$ cat src/rtl/page_pkg.sv
// How it works
// - configuration page byte 0 carries code 25h, byte 1 carries length 14h
// - byte 2 bits 2..1 give negotiated bus speed: async, 5, 10, 20 MHz
// - byte 2 bit 3 is 1 for wide bus, 0 for narrow
// - byte 3 upper nibble holds own target id, lower nibble zero
// - byte 8 upper nibble holds operating mode 0, 1 or 3
// - mirroring mode 1..4 coded by byte 9 bit 7 (high) and byte 10 bit 7 (low)
// - byte 9 bits 1..0 flag drives disabled on mirrored write, cleared when normal
// - byte 10 bits 1..0 flag drives disabled on mirrored read, cleared when normal
// - offline status page byte 0 carries code 26h, byte 1 length 7h
// - byte 2 reports outcome: success, busy, failed or aborted
// - byte 3 reports the code of the extended operation
// - 32-bit seconds since last start or finish, MSB first in bytes 4..7
// - elapsed time reads all ones until any operation starts
// - byte 8 progress: 0 nothing running, 255 complete
// - identification page byte 0 carries code 27h, byte 1 length 26h
// - identification page is read only; a parameter-setting copy is ignored
// - 4-byte integrator model text in bytes 2..5
// - 3-byte firmware revision in bytes 7..9, most significant first
// - 8-byte manufacturer model text in bytes 42..49
// - 12-byte controller card serial in bytes 54..65
// - 8-character date month, day, year in bytes 66..73
// - 20-byte integrator serial text in bytes 82..101
// - 4-byte header: remaining count, two zero bytes, block descriptor length 0
package page_pkg;
   localparam int CODE_W = 6;
   localparam int LEN_W  = 8;
   localparam int ADDR_W = 7;

   localparam logic [5:0] PAGE_CFG = 6'h25;
   localparam logic [5:0] PAGE_OFF = 6'h26;
   localparam logic [5:0] PAGE_ID  = 6'h27;
   localparam logic [1:0] CTRL_CURRENT = 2'h0;

   localparam logic [7:0] CFG_LEN = 8'h14;
   localparam logic [7:0] OFF_LEN = 8'h07;
   localparam logic [7:0] ID_LEN  = 8'h26;

   localparam logic [7:0] HDR_BYTES   = 8'h04;
   localparam logic [7:0] BD_LEN      = 8'h00;
   localparam logic [7:0] CFG_BYTES   = 8'h16;
   localparam logic [7:0] OFF_BYTES   = 8'h09;
   localparam logic [7:0] ID_BYTES    = 8'h66;
   localparam logic [7:0] CFG_TOTAL   = HDR_BYTES + CFG_BYTES;
   localparam logic [7:0] OFF_TOTAL   = HDR_BYTES + OFF_BYTES;
   localparam logic [7:0] ID_TOTAL    = HDR_BYTES + ID_BYTES;

   // byte positions inside the pages
   localparam logic [7:0] B_CODE    = 8'h00;
   localparam logic [7:0] B_LEN     = 8'h01;
   localparam logic [7:0] B_BUS     = 8'h02;
   localparam logic [7:0] B_TID     = 8'h03;
   localparam logic [7:0] B_MODE    = 8'h08;
   localparam logic [7:0] B_WDIS    = 8'h09;
   localparam logic [7:0] B_RDIS    = 8'h0A;
   localparam logic [7:0] B_STAT    = 8'h02;
   localparam logic [7:0] B_OPC     = 8'h03;
   localparam logic [7:0] B_TIME0   = 8'h04;
   localparam logic [7:0] B_TIME3   = 8'h07;
   localparam logic [7:0] B_PROG    = 8'h08;
   localparam logic [7:0] H_COUNT   = 8'h00;
   localparam logic [7:0] H_BDLEN   = 8'h03;

   localparam int unsigned MODEL_FIRST  = 2;
   localparam int unsigned MODEL_LAST   = 5;
   localparam int unsigned REV_FIRST    = 7;
   localparam int unsigned REV_LAST     = 9;
   localparam int unsigned MFG_FIRST    = 42;
   localparam int unsigned MFG_LAST     = 49;
   localparam int unsigned CARD_FIRST   = 54;
   localparam int unsigned CARD_LAST    = 65;
   localparam int unsigned DATE_FIRST   = 66;
   localparam int unsigned DATE_LAST    = 73;
   localparam int unsigned SER_FIRST    = 82;
   localparam int unsigned SER_LAST     = 101;

   // identity text defaults, values arbitrary
   localparam logic [31:0]  MODEL_DEF = 32'h4D_44_4C_31;
   localparam logic [23:0]  REV_DEF   = 24'h30_31_30;
   localparam logic [63:0]  MFG_DEF   = 64'h43_54_4C_52_30_30_30_31;
   localparam logic [95:0]  CARD_DEF  = 96'h43_41_52_44_30_30_30_30_30_30_30_31;
   localparam logic [63:0]  DATE_DEF  = 64'h30_31_30_31_32_30_30_30;
   localparam logic [159:0] SER_DEF   = 160'h53_45_52_49_41_4C_30_30_30_30_30_30_30_30_30_30_30_30_30_31;

   localparam logic [1:0] STAT_OK    = 2'h0;
   localparam logic [1:0] STAT_BUSY  = 2'h1;
   localparam logic [7:0] PROG_NONE  = 8'h00;
   localparam logic [7:0] PROG_DONE  = 8'hFF;
   localparam logic [31:0] TIME_NONE = 32'hFFFF_FFFF;

   localparam int unsigned CLK_NS      = 8;
   localparam int unsigned SECOND_NS   = 1000000000;
   localparam int unsigned SECOND_CYCLES_DEF = SECOND_NS / CLK_NS;

   typedef enum logic [1:0] {SEL_CFG, SEL_OFF, SEL_ID} page_sel_t;
   typedef enum logic [1:0] {X_IDLE, X_FETCH, X_LATCH, X_SEND} xfer_t;

   function automatic logic [7:0] text_byte(input logic [159:0] txt, input int unsigned off);
      return txt[off*8 +: 8];
   endfunction
endpackage

$ cat src/rtl/id_page_rom.sv
`timescale 1ns/10ps
module id_page_rom #(
   parameter logic [31:0]  MODEL_TEXT  = page_pkg::MODEL_DEF,
   parameter logic [23:0]  REV_TEXT    = page_pkg::REV_DEF,
   parameter logic [63:0]  MFG_TEXT    = page_pkg::MFG_DEF,
   parameter logic [95:0]  CARD_TEXT   = page_pkg::CARD_DEF,
   parameter logic [63:0]  DATE_TEXT   = page_pkg::DATE_DEF,
   parameter logic [159:0] SERIAL_TEXT = page_pkg::SER_DEF
) (
   // clock and reset
   input  wire logic                        clk,
   input  wire logic                        reset_n,
   // read port
   input  wire logic [page_pkg::ADDR_W-1:0] addr,
   output logic      [7:0]                  q
);
   import page_pkg::*;

   int unsigned a;
   logic [7:0]  b;

   // fixed identification image, all gaps zero
   always_comb begin
      a = 32'(addr);
      b = 8'h00;
      if (a == 32'(B_CODE)) begin
         b = {2'b00, PAGE_ID};
      end else if (a == 32'(B_LEN)) begin
         b = ID_LEN;
      end else if (a >= MODEL_FIRST && a <= MODEL_LAST) begin
         b = text_byte(160'(MODEL_TEXT), MODEL_LAST - a);
      end else if (a >= REV_FIRST && a <= REV_LAST) begin
         b = text_byte(160'(REV_TEXT), REV_LAST - a);
      end else if (a >= MFG_FIRST && a <= MFG_LAST) begin
         b = text_byte(160'(MFG_TEXT), MFG_LAST - a);
      end else if (a >= CARD_FIRST && a <= CARD_LAST) begin
         b = text_byte(160'(CARD_TEXT), CARD_LAST - a);
      end else if (a >= DATE_FIRST && a <= DATE_LAST) begin
         b = text_byte(160'(DATE_TEXT), DATE_LAST - a);
      end else if (a >= SER_FIRST && a <= SER_LAST) begin
         b = text_byte(SERIAL_TEXT, SER_LAST - a);
      end
   end

   always_ff @(posedge clk or negedge reset_n) begin
      if (!reset_n) begin
         q <= 8'h00;
      end else begin
         q <= b;
      end
   end
endmodule

$ cat src/rtl/status_page_responder.sv
`timescale 1ns/10ps
module status_page_responder #(
   parameter int unsigned  SECOND_CYCLES = page_pkg::SECOND_CYCLES_DEF,
   parameter logic [31:0]  MODEL_TEXT    = page_pkg::MODEL_DEF,
   parameter logic [23:0]  REV_TEXT      = page_pkg::REV_DEF,
   parameter logic [63:0]  MFG_TEXT      = page_pkg::MFG_DEF,
   parameter logic [95:0]  CARD_TEXT     = page_pkg::CARD_DEF,
   parameter logic [63:0]  DATE_TEXT     = page_pkg::DATE_DEF,
   parameter logic [159:0] SERIAL_TEXT   = page_pkg::SER_DEF
) (
   // clock and reset
   input  wire logic                        CLK,
   input  wire logic                        RESET_N,
   // sense request
   input  wire logic                        CMD_VALID,
   output logic                             CMD_READY,
   input  wire logic [page_pkg::CODE_W-1:0] CMD_PAGE_CODE,
   input  wire logic [1:0]                  CMD_PAGE_CTRL,
   input  wire logic [page_pkg::LEN_W-1:0]  CMD_ALLOC_LEN,
   output logic                             CMD_REJECT,
   output logic                             CMD_DONE,
   // returned byte stream
   output logic                             DATA_VALID,
   input  wire logic                        DATA_READY,
   output logic      [7:0]                  DATA_BYTE,
   output logic                             DATA_LAST,
   // parameter-setting page offer
   input  wire logic                        SELECT_VALID,
   input  wire logic [page_pkg::CODE_W-1:0] SELECT_PAGE_CODE,
   output logic                             SELECT_IGNORED,
   // configuration state
   input  wire logic [1:0]                  BUS_SPEED,
   input  wire logic                        BUS_WIDE,
   input  wire logic [3:0]                  TARGET_ID,
   input  wire logic [3:0]                  OPER_MODE,
   input  wire logic [1:0]                  MIRROR_MODE,
   input  wire logic [1:0]                  WRITE_ERR,
   input  wire logic [1:0]                  READ_ERR,
   input  wire logic                        STATUS_NORMAL,
   // offline operation events
   input  wire logic                        OP_START,
   input  wire logic [2:0]                  OP_CODE,
   input  wire logic                        OP_DONE,
   input  wire logic [1:0]                  OP_RESULT,
   input  wire logic [7:0]                  OP_PROGRESS
);
   import page_pkg::*;

   localparam int SEC_W = $clog2(SECOND_CYCLES + 1);
   localparam logic [SEC_W-1:0] SEC_LAST = SEC_W'(SECOND_CYCLES - 1);

   // disable masks
   logic [1:0] write_disable_mask_reg, write_disable_mask_next;
   logic [1:0] read_disable_mask_reg,  read_disable_mask_next;
   logic       mirror_mode_hi;
   logic       mirror_mode_lo;

   // offline operation state
   logic             busy_reg,     busy_next;
   logic             finished_reg, finished_next;
   logic [1:0]       status_reg,   status_next;
   logic [2:0]       opcode_reg,   opcode_next;
   logic [31:0]      elapsed_reg,  elapsed_next;
   logic [SEC_W-1:0] div_reg,      div_next;
   logic [7:0]       progress;

   // transfer state
   xfer_t      xfer_reg,   xfer_next;
   page_sel_t  page_reg,   page_next;
   logic [7:0] idx_reg,    idx_next;
   logic [7:0] len_reg,    len_next;
   logic [7:0] total_reg,  total_next;
   logic [7:0] data_reg,   data_next;
   logic       reject_reg, reject_next;
   logic       done_reg,   done_next;
   logic       ignore_reg, ignore_next;
   logic [ADDR_W-1:0] rom_addr;
   logic [7:0]        rom_q;
   logic [7:0]        pb;
   logic [7:0]        byte_now;

   assign mirror_mode_hi = MIRROR_MODE[1];
   assign mirror_mode_lo = MIRROR_MODE[0];

   // sticky disable flags, a new error wins over the clear
   always_comb begin
      write_disable_mask_next = (write_disable_mask_reg & ~{2{STATUS_NORMAL}}) | WRITE_ERR;
      read_disable_mask_next  = (read_disable_mask_reg & ~{2{STATUS_NORMAL}}) | READ_ERR;
   end

   always_ff @(posedge CLK or negedge RESET_N) begin
      if (!RESET_N) begin
         write_disable_mask_reg <= 2'b00;
         read_disable_mask_reg  <= 2'b00;
      end else begin
         write_disable_mask_reg <= write_disable_mask_next;
         read_disable_mask_reg  <= read_disable_mask_next;
      end
   end

   // offline status, elapsed seconds and progress
   always_comb begin
      busy_next     = busy_reg;
      finished_next = finished_reg;
      status_next   = status_reg;
      opcode_next   = opcode_reg;
      elapsed_next  = elapsed_reg;
      div_next      = div_reg;
      if (OP_START) begin
         busy_next     = 1'b1;
         finished_next = 1'b0;
         status_next   = STAT_BUSY;
         opcode_next   = OP_CODE;
         elapsed_next  = 32'h0000_0000;
         div_next      = '0;
      end else if (OP_DONE && busy_reg) begin
         busy_next     = 1'b0;
         finished_next = 1'b1;
         status_next   = OP_RESULT;
         elapsed_next  = 32'h0000_0000;
         div_next      = '0;
      end else if (div_reg == SEC_LAST) begin
         div_next = '0;
         if (elapsed_reg != TIME_NONE || busy_reg || finished_reg) begin
            elapsed_next = elapsed_reg + 32'h0000_0001;
         end
      end else begin
         div_next = div_reg + SEC_W'(1);
      end
   end

   always_ff @(posedge CLK or negedge RESET_N) begin
      if (!RESET_N) begin
         busy_reg     <= 1'b0;
         finished_reg <= 1'b0;
         status_reg   <= STAT_OK;
         opcode_reg   <= 3'h0;
         elapsed_reg  <= TIME_NONE;
         div_reg      <= '0;
      end else begin
         busy_reg     <= busy_next;
         finished_reg <= finished_next;
         status_reg   <= status_next;
         opcode_reg   <= opcode_next;
         elapsed_reg  <= elapsed_next;
         div_reg      <= div_next;
      end
   end

   // progress byte
   always_comb begin
      if (busy_reg) begin
         progress = OP_PROGRESS;
      end else if (finished_reg) begin
         progress = PROG_DONE;
      end else begin
         progress = PROG_NONE;
      end
   end

   // identification image
   assign rom_addr = ADDR_W'(idx_reg - HDR_BYTES);

   id_page_rom #(
      .MODEL_TEXT  (MODEL_TEXT),
      .REV_TEXT    (REV_TEXT),
      .MFG_TEXT    (MFG_TEXT),
      .CARD_TEXT   (CARD_TEXT),
      .DATE_TEXT   (DATE_TEXT),
      .SERIAL_TEXT (SERIAL_TEXT)
   ) u_id_rom (
      .clk     (CLK),
      .reset_n (RESET_N),
      .addr    (rom_addr),
      .q       (rom_q)
   );

   // byte of the image at the current index
   always_comb begin
      pb       = idx_reg - HDR_BYTES;
      byte_now = 8'h00;
      if (idx_reg < HDR_BYTES) begin
         if (idx_reg == H_COUNT) begin
            byte_now = total_reg - 8'h01;
         end else if (idx_reg == H_BDLEN) begin
            byte_now = BD_LEN;
         end
      end else begin
         unique case (page_reg)
            SEL_CFG: begin
               if (pb == B_CODE) begin
                  byte_now = {2'b00, PAGE_CFG};
               end else if (pb == B_LEN) begin
                  byte_now = CFG_LEN;
               end else if (pb == B_BUS) begin
                  byte_now = {4'h0, BUS_WIDE, BUS_SPEED, 1'b0};
               end else if (pb == B_TID) begin
                  byte_now = {TARGET_ID, 4'h0};
               end else if (pb == B_MODE) begin
                  byte_now = {OPER_MODE, 4'h0};
               end else if (pb == B_WDIS) begin
                  byte_now = {mirror_mode_hi, 5'h00, write_disable_mask_reg};
               end else if (pb == B_RDIS) begin
                  byte_now = {mirror_mode_lo, 5'h00, read_disable_mask_reg};
               end
            end
            SEL_OFF: begin
               if (pb == B_CODE) begin
                  byte_now = {2'b00, PAGE_OFF};
               end else if (pb == B_LEN) begin
                  byte_now = OFF_LEN;
               end else if (pb == B_STAT) begin
                  byte_now = {6'h00, status_reg};
               end else if (pb == B_OPC) begin
                  byte_now = {5'h00, opcode_reg};
               end else if (pb >= B_TIME0 && pb <= B_TIME3) begin
                  byte_now = text_byte(160'(elapsed_reg), 32'(B_TIME3 - pb));
               end else if (pb == B_PROG) begin
                  byte_now = progress;
               end
            end
            SEL_ID: begin
               byte_now = rom_q;
            end
            default: begin
               byte_now = 8'h00;
            end
         endcase
      end
   end

   // request acceptance and byte sequencing
   always_comb begin
      xfer_next   = xfer_reg;
      page_next   = page_reg;
      idx_next    = idx_reg;
      len_next    = len_reg;
      total_next  = total_reg;
      data_next   = data_reg;
      reject_next = 1'b0;
      done_next   = 1'b0;
      ignore_next = SELECT_VALID && (SELECT_PAGE_CODE == PAGE_ID);
      unique case (xfer_reg)
         X_IDLE: begin
            if (CMD_VALID) begin
               idx_next = 8'h00;
               if (CMD_PAGE_CTRL != CTRL_CURRENT) begin
                  reject_next = 1'b1;
               end else if (CMD_PAGE_CODE == PAGE_CFG) begin
                  page_next  = SEL_CFG;
                  total_next = CFG_TOTAL;
               end else if (CMD_PAGE_CODE == PAGE_OFF) begin
                  page_next  = SEL_OFF;
                  total_next = OFF_TOTAL;
               end else if (CMD_PAGE_CODE == PAGE_ID) begin
                  page_next  = SEL_ID;
                  total_next = ID_TOTAL;
               end else begin
                  reject_next = 1'b1;
               end
               if (!reject_next) begin
                  len_next = (CMD_ALLOC_LEN < total_next) ? CMD_ALLOC_LEN : total_next;
                  if (len_next == 8'h00) begin
                     done_next = 1'b1;
                  end else begin
                     xfer_next = X_FETCH;
                  end
               end
            end
         end
         X_FETCH: begin
            xfer_next = X_LATCH;
         end
         X_LATCH: begin
            data_next = byte_now;
            xfer_next = X_SEND;
         end
         X_SEND: begin
            if (DATA_READY) begin
               if (idx_reg == len_reg - 8'h01) begin
                  xfer_next = X_IDLE;
                  done_next = 1'b1;
               end else begin
                  idx_next  = idx_reg + 8'h01;
                  xfer_next = X_FETCH;
               end
            end
         end
      endcase
   end

   always_ff @(posedge CLK or negedge RESET_N) begin
      if (!RESET_N) begin
         xfer_reg   <= X_IDLE;
         page_reg   <= SEL_CFG;
         idx_reg    <= 8'h00;
         len_reg    <= 8'h00;
         total_reg  <= 8'h00;
         data_reg   <= 8'h00;
         reject_reg <= 1'b0;
         done_reg   <= 1'b0;
         ignore_reg <= 1'b0;
      end else begin
         xfer_reg   <= xfer_next;
         page_reg   <= page_next;
         idx_reg    <= idx_next;
         len_reg    <= len_next;
         total_reg  <= total_next;
         data_reg   <= data_next;
         reject_reg <= reject_next;
         done_reg   <= done_next;
         ignore_reg <= ignore_next;
      end
   end

   assign CMD_READY      = (xfer_reg == X_IDLE);
   assign CMD_REJECT     = reject_reg;
   assign CMD_DONE       = done_reg;
   assign DATA_VALID     = (xfer_reg == X_SEND);
   assign DATA_BYTE      = data_reg;
   assign DATA_LAST      = (xfer_reg == X_SEND) && (idx_reg == len_reg - 8'h01);
   assign SELECT_IGNORED = ignore_reg;
endmodule

$ cat config.mk
export PLATFORM = sky130hd
export DESIGN_NAME = status_page_responder
export DESIGN_NICKNAME = d
export VERILOG_FILES = /design/src/rtl/page_pkg.sv /design/src/rtl/id_page_rom.sv /design/src/rtl/status_page_responder.sv
export SDC_FILE = /design/constraint.sdc
export NUM_CORES = 1
export LEC_CHECK = 0
export BUFFER_PORTS_ARGS = -buffer_cell sky130_fd_sc_hd__buf_2
export CORE_ASPECT_RATIO = 1.4
export CORE_MARGIN = 4
export CORE_UTILIZATION = 43
export CTS_CLUSTER_DIAMETER = 40
export DETAILED_ROUTE_END_ITERATION = 7
export RECOVER_POWER = 100
export SLEW_MARGIN = 10
export SYNTH_ARGS = -nofsm -noshare
export SYNTH_HDL_FRONTEND = slang
export SYNTH_SLANG_ARGS = --single-unit
$ cat constraint.sdc
create_clock -name CLK -period 7 [get_ports CLK]
set_input_delay 0.35 -clock CLK [delete_from_list [all_inputs] [get_ports CLK]]
set_output_delay 0.35 -clock CLK [all_outputs]
set_load 0.05 [all_outputs]
==> impl_metrics.json, run 1 <==
{
  "outcome": "finished with violations",
  "failed_checks": "max-capacitance violations, max-slew violations",
  "worstMarginPinSlew_ps": 3780,
  "r2r_start": "idx_reg[2]$_DFFE_PN0P_",
  "dr_total_vias": 7948,
  "die_w_um": 128,
  "port_buffers": 73,
  "worstPathRequired_ps": 7330,
  "synth_seq_area_share_pct": 34.2,
  "synth-simple-area-share_pct": 26.9,
  "h-tree-depth": 4,
  "synthMuxAreaShare_pct": 3.71,
  "seqPwrFrac_pct": 28.9,
  "core_sq_mm": 0.0194,
  "cts.repair.resized": 0,
  "syn_area_sq_mm": 0.00860,
  "viasPerCell": 5.91,
  "async_flop_share_pct": 100,
  "antenna_left": 0,
  "cts_sinks": 116,
  "period_needed_ps": 4880,
  "crit_start": "idx_reg[2]$_DFFE_PN0P_",
  "syn_avg_cell_area_sq_um": 8.32,
  "final_max_slew_viol_count": 69,
  "switching_power_mw": 1.23,
  "drive_above_1_share_pct": 13.6,
  "drc_errors": 0,
  "die-area_sq_mm": 0.0224,
  "path_cells": "inv_1 > ha_1 > xnor2_1 > clkbuf_1 > ha_1 > or4b_1 > o22a_1 > o221ai_1 > nand4b_1 > o221ai_1 > o311ai_0 > o31ai_1",
  "synth_edf_count": 0,
  "drtIter0Drc": 627,
  "finClkSkew_ps": 13.3,
  "cts_tree": "done",
  "timing.rr.end": "DATA_BYTE[7]$_DFFE_PN0N_",
  "layout.nets": 1175,
  "drt-total-wl_um": 24600,
  "setup_viol": 0,
  "grt.total_usage_pct": 22.3,
  "final_core_util_pct": 49.7,
  "first_pass_iters": 6,
  "start_util_pct": 44.2,
  "setup_tns_ps": 0,
  "largest_register_ff_count": 32,
  "wl_per_cell_um": 18.3,
  "area_growth_pct": 12.5,
  "crit_path_end": "DATA_BYTE[7]$_DFFE_PN0N_",
  "synth_cells": 1033,
  "post-route-period-util_pct": 69.8,
  "synth-compound-area-share_pct": 18.2,
  "combPwrFrac_pct": 41.1,
  "grt_pass1_vias": 7837,
  "synth_nets": 1125,
  "switching_share_pct": 42.2,
  "synth_top_family_by_area": "simple AND/OR/NAND/NOR gates",
  "critPathMaxStageDelay_ps": 800,
  "internal-power_mw": 1.68,
  "worst_setup_path_start_kind": "register",
  "setup.worst_path.end_class": "register",
  "hold_ws_ps": 75.0,
  "leakage_nw": 3.76,
  "post_cts_buffers": 0,
  "final_hold_viol_count": 0,
  "synth_seq_cells": 116,
  "timing.max_cap.violations": 1,
  "r2r_cells": 12,
  "worstPathArrival_ps": 5210,
  "ctsHoldBuffers": 0,
  "cts.clk_slew.worst_paths_ps": 60,
  "placed_area_sq_mm": 0.00913,
  "grt_overflow_total": 0,
  "min_path_type": "in -> reg",
  "p_per_area_mw_per_mm2": 301,
  "crit_slowest_cell": "dfrtp_1",
  "globalplace.congestion": 0.956,
  "grt_pass1_wl_um": 40300,
  "r2r_setup_slack_ps": 2120,
  "grt_max_degree": 69,
  "relSlewSlack_pct": -152,
  "ir_worst_vdd_v": 0.000175,
  "rows": 60,
  "synth_xor_area_share_pct": 7.60,
  "diodes": 0,
  "design_area_sq_mm": 0.00967,
  "synth_fa_ha_area_share_pct": 4.66,
  "root_buffer": "clkbuf_16",
  "place.detailed.instances": 1312,
  "fmax_mhz": 205,
  "cts_max_path_buffers": 2,
  "fp.dieH_um": 175,
  "boundaryPins": 74,
  "synth-warning-count": 0,
  "critical_path_class": "reg -> reg",
  "synth.distinct_cells": 77,
  "cts_made_buffers": 17,
  "hpwl_um": 18400,
  "cp_max_fo": 23,
  "worstSkewPairLatency_ps": 430,
  "antenna_found_initial": 0,
  "rsz0062_at_grt": "no",
  "synthFlopType": "dfrtp_1",
  "stdcell_count": 1344,
  "p_clk_share_pct": 30.0
}
-- cells in the final DEF, fill, tap and decap left out, types with 13 or more instances in the layout --
cell type / Yosys / routed
or3_1: 19 / 19
nor2b_1: 16 / 16
ha_1: 32 / 32
o211ai_1: 14 / 14
dfstp_2: 32 / 32
nor2_1: 111 / 111
xor2_1: 38 / 38
buf_2: 12 / 57
o21ai_0: 60 / 62
xnor2_1: 34 / 34
nand2b_1: 17 / 17
clkbuf_16: 0 / 17
dfrtp_1: 84 / 84
nor3_1: 28 / 28
and3_1: 14 / 14
inv_1: 49 / 49
a21oi_1: 56 / 56
nand4_1: 30 / 30
nand2_1: 96 / 96
nor4_1: 13 / 13
nand3_1: 50 / 50
clkbuf_1: 30 / 20
-- power groups by stage --
| stage | combinational [mW] | sequential [mW] | clock, mW |
|---|---|---|---|
| floorplan | 0.830 | 0.892 | 0 |
| global placement | 1.20 | 0.850 | 0 |
| detailed placement | 1.20 | 0.851 | 0 |
| CTS | 1.21 | 0.840 | 0.889 |
| global route | 1.32 | 0.854 | 0.924 |
| finish | 1.20 | 0.841 | 0.873 |
-- cells by family (layout without fill, tap and decap cells) --
kind of cell               after synthesis  count (layout)
and+or+nand+nor                        450             450
AOI/OAI and AO/OA                      241             241
DFF                                    116             116
buffers and inverters                  100             163
xor gates and xnor gates                73              73
adders and majority gates               32              32
muxes                                   21              21
-- worst max-delay path: cells and delay by family (launching register included) --
kind                       cells  cell delay (ps)
AOI/OAI and AO/OA              5             1100
xor gates and xnor gates       1              220
adders and majority gates      2             1010
buffers and inverters          2              820
DFF                            1              800
and+or+nand+nor                2              840
-- worst min-delay path by stage --
stage                                                  start                                 end  slack [ps]  cells after the start
after detailed placement  read_disable_mask_reg[0]$_DFF_PN0_  read_disable_mask_reg[0]$_DFF_PN0_         470                      1
after global routing                     SELECT_PAGE_CODE[3]            SELECT_IGNORED$_DFF_PN0_          80                      2
after global placement    read_disable_mask_reg[0]$_DFF_PN0_  read_disable_mask_reg[0]$_DFF_PN0_         460                      1
final                                    SELECT_PAGE_CODE[3]            SELECT_IGNORED$_DFF_PN0_          70                      2
after floorplan                                      RESET_N                  CMD_DONE$_DFF_PN0_          50                      0
after CTS                                SELECT_PAGE_CODE[3]            SELECT_IGNORED$_DFF_PN0_          60                      2
-- through the flow --
| stage | worst slack [ps] | power, mW |
|---|---|---|
| 6_report | 2120 | 2.91 |
| 5_1_grt | 1700 | 3.10 |
| 4_1_cts | 2760 | 2.94 |
| 3_5_place_dp | 2790 | 2.05 |
| 3_3_place_gp | 2960 | 2.05 |
| 2_1_floorplan | 3510 | 1.72 |
-- synthesized netlist by cell type (5+ instances only) --
library cell  count  share of area (%)
nor2_1          111                4.8
nand2_1          96                4.2
dfrtp_1          84                 24
o21ai_0          60                3.5
a21oi_1          56                3.3
nand3_1          50                2.9
inv_1            49                2.1
xor2_1           38                3.9
xnor2_1          34                3.5
dfstp_2          32                9.8
ha_1             32                4.7
clkbuf_1         30                1.3
nand4_1          30                2.2
nor3_1           28                1.6
or3_1            19                1.4
nand2b_1         17                1.2
nor2b_1          16                1.2
and3_1           14                1.0
o211ai_1         14                1.2
nor4_1           13               0.95
buf_2            12               0.70
o22ai_1          11               0.80
or4_1            11               0.96
a21o_1           10               0.87
a22oi_1          10               0.87
and2_1            9               0.65
mux4_2            8                2.1
mux2_2            7               0.92
o21a_1            7               0.61
a211oi_1          6               0.52
and4_1            6               0.61
mux2i_1           6               0.70
o21ai_1           6               0.35
a2111oi_0         5               0.51
buf_1             5               0.22
o221ai_1          5               0.51
o22a_1            5               0.51
o31ai_1           5               0.44
-- metal layers --
| metal | part of all wire [%] | vias to the layer above | global-route usage, % |
|---|---|---|---|
| met4 | 3.6 | 0 | 9.75 |
| met2 | 51 | 207 | 38.5 |
| li1 | - | 3849 | - |
| met5 | 0 | - | 0 |
| met3 | 4.2 | 55 | 3.74 |
| met1 | 41 | 3837 | 27.2 |
-- layout make-up --
class | instances | area (sq um)
fillers | 1909 | 9780
multi-input cells | 817 | 5240
flip-flops and latches | 116 | 2940
clock buffers | 19 | 443
repair buffers | 82 | 402
well taps | 248 | 310
inverters | 49 | 184
clock inverters | 13 | 149
Note: power is estimated with default switching activity, not from simulation.
==> run 2: changes to the inputs <==
clock period = 4.2 ns   (was 7 ns; I/O delays follow)
==> run 2 against run 1 <==
The run still ends with max-capacitance violations, max-slew violations left. Clock-buffer cell count shrank 1. Flip-flop and latch count unchanged. First-iteration DRC count fell by 22%. Via count increased by 1.4%. Clock power grew 64%. Die area unchanged. Worst hold slack lost 60 ps. Register-to-register slack got worse by 1400 ps. Critical endpoint is now u_id_rom.q[5]$_DFF_PN0_. Largest cell class unchanged. Highest routed layer unchanged.
==> impl_metrics.json, run 2 (synthesis gave the netlist of run 1 again) <==
{
  "antenna_found_initial": 0,
  "post_cts_buffers": 0,
  "cts_max_path_buffers": 2,
  "viasPerCell": 5.93,
  "ctsHoldBuffers": 7,
  "design_area_sq_mm": 0.00979,
  "root_buffer": "clkbuf_16",
  "h-tree-depth": 4,
  "area_growth_pct": 13.9,
  "grt.total_usage_pct": 22.2,
  "drt-total-wl_um": 24600,
  "fill_cells": 1940,
  "port_buffers": 73,
  "placed_area_sq_mm": 0.00919,
  "p_clk_share_pct": 29.3,
  "cts_tree": "done",
  "setup_tns_ps": 0,
  "grt_pass1_wl_um": 40200,
  "globalplace.congestion": 0.926,
  "grt_max_degree": 46,
  "cts.repair.resized": 0,
  "outcome": "finished with violations",
  "boundaryPins": 74,
  "fmax_mhz": 287,
  "final_hold_viol_count": 0,
  "fp.dieH_um": 175,
  "worstMarginPinSlew_ps": 2430,
  "final_max_slew_viol_count": 46,
  "drc_errors": 0,
  "core_sq_mm": 0.0194,
  "start_util_pct": 44.2,
  "min_path_type": "in -> reg",
  "diodes": 0,
  "cts_made_buffers": 17,
  "drive_above_1_share_pct": 14.1,
  "internal-power_mw": 2.78,
  "worstSkewPairLatency_ps": 430,
  "drtIter0Drc": 492,
  "switching_power_mw": 2.09,
  "die-area_sq_mm": 0.0224,
  "post-route-period-util_pct": 82.8,
  "setup_viol": 0,
  "ir_worst_vdd_v": 0.000257,
  "relSlewSlack_pct": -62.2,
  "critical_path_class": "reg -> reg",
  "die_w_um": 128,
  "first_pass_iters": 5,
  "seqPwrFrac_pct": 28.6,
  "layout.nets": 1190,
  "final_cell_mix": "nor2_1, nand2_1, dfrtp_1",
  "cts.clk_slew.worst_paths_ps": 60,
  "p_per_area_mw_per_mm2": 497,
  "switching_share_pct": 43.0,
  "worstPathArrival_ps": 3760,
  "failed_checks": "max-capacitance violations, max-slew violations",
  "worstPathRequired_ps": 4480,
  "finClkSkew_ps": 11.0,
  "wl_per_cell_um": 18.1,
  "hpwl_um": 18600,
  "setup.worst_path.end_class": "register",
  "antenna_left": 0,
  "rsz0062_at_grt": "no",
  "worst_setup_path_start_kind": "register",
  "grt_pass1_vias": 7805,
  "rows": 60,
  "cts_sinks": 116,
  "largest_register_ff_count": 32,
  "final_common_cell": "nor2_1",
  "combPwrFrac_pct": 42.1,
  "period_needed_ps": 3480,
  "timing.max_cap.violations": 1,
  "grt_overflow_total": 0,
  "dr_total_vias": 8063,
  "cp_max_fo": 16,
  "leakage_nw": 3.83
}
## run 2: critical path, stage by stage, from the launching register on
cell and delay [ps]:
dfrtp_1 340, inv_1 90, ha_1 200, buf_4 180, xnor2_1 150, buf_4 210, ha_1 260, o211ai_1 110
a22oi_1 80, or3_1 400, o21ai_0 640, inv_1 80, a2111oi_0 470, o21ai_1 110
## run 2: worst paths after layout
kind | to | slack (ps) | startpoint | cells after the start
worst max-delay path | u_id_rom.q[5]$_DFF_PN0_ | 720 | idx_reg[2]$_DFFE_PN0P_ | 13
min in group asynchronous | write_disable_mask_reg[1]$_DFF_PN0_ | 1080 | RESET_N | 2
worst min-delay path | opcode_reg[1]$_DFFE_PN0P_ | 10 | OP_CODE[1] | 2
max in group asynchronous | total_reg[7]$_DFFE_PN0P_ | 1090 | RESET_N | 3
worst max register to register | u_id_rom.q[5]$_DFF_PN0_ | 720 | idx_reg[2]$_DFFE_PN0P_ | 13
worst min register to register | read_disable_mask_reg[0]$_DFF_PN0_ | 480 | read_disable_mask_reg[0]$_DFF_PN0_ | 1
## run 2: area by class of cell
type	count	area [sq um]	share of cell area, %
well taps	248	310	3.17
multi-input cells	817	5250	53.6
clock inverters	14	144	1.47
clock buffers	18	439	4.49
flip-flops and latches	116	2940	30.1
inverters	49	184	1.88
repair buffers	97	520	5.32
## run 2: power by group through the flow
stage / registers, mW / logic, mW / clock network (mW)
3_3_place_gp: 1.41 / 2.05 / 0
2_1_floorplan: 1.49 / 1.38 / 0
3_5_place_dp: 1.41 / 2.05 / 0
5_1_grt: 1.41 / 2.25 / 1.51
6_report: 1.39 / 2.05 / 1.43
4_1_cts: 1.39 / 2.07 / 1.46
## run 2: routing by layer
metal,global-route usage [%],routed length (um),vias up
li1,-,-,3892
met1,27.4,9900,3873
met2,38.6,12700,243
met3,3.86,1300,55
met4,7.92,709,0
met5,0,0,-
## run 2: stage by stage
step / instances / setup slack, ps / utilization (%) / hold slack, ps / total power, mW
after floorplan: 1033 / 706 / - / -85.6 / 2.87
after global placement: 1320 / 921 / 47.3 / 248 / 3.45
after detailed placement: 1320 / 807 / 47.3 / 246 / 3.46
after CTS: 1359 / 970 / 50.6 / 9.43 / 4.91
after global routing: 1359 / 351 / 50.4 / 32.2 / 5.17
final: 1359 / 721 / 50.4 / 14.9 / 4.87
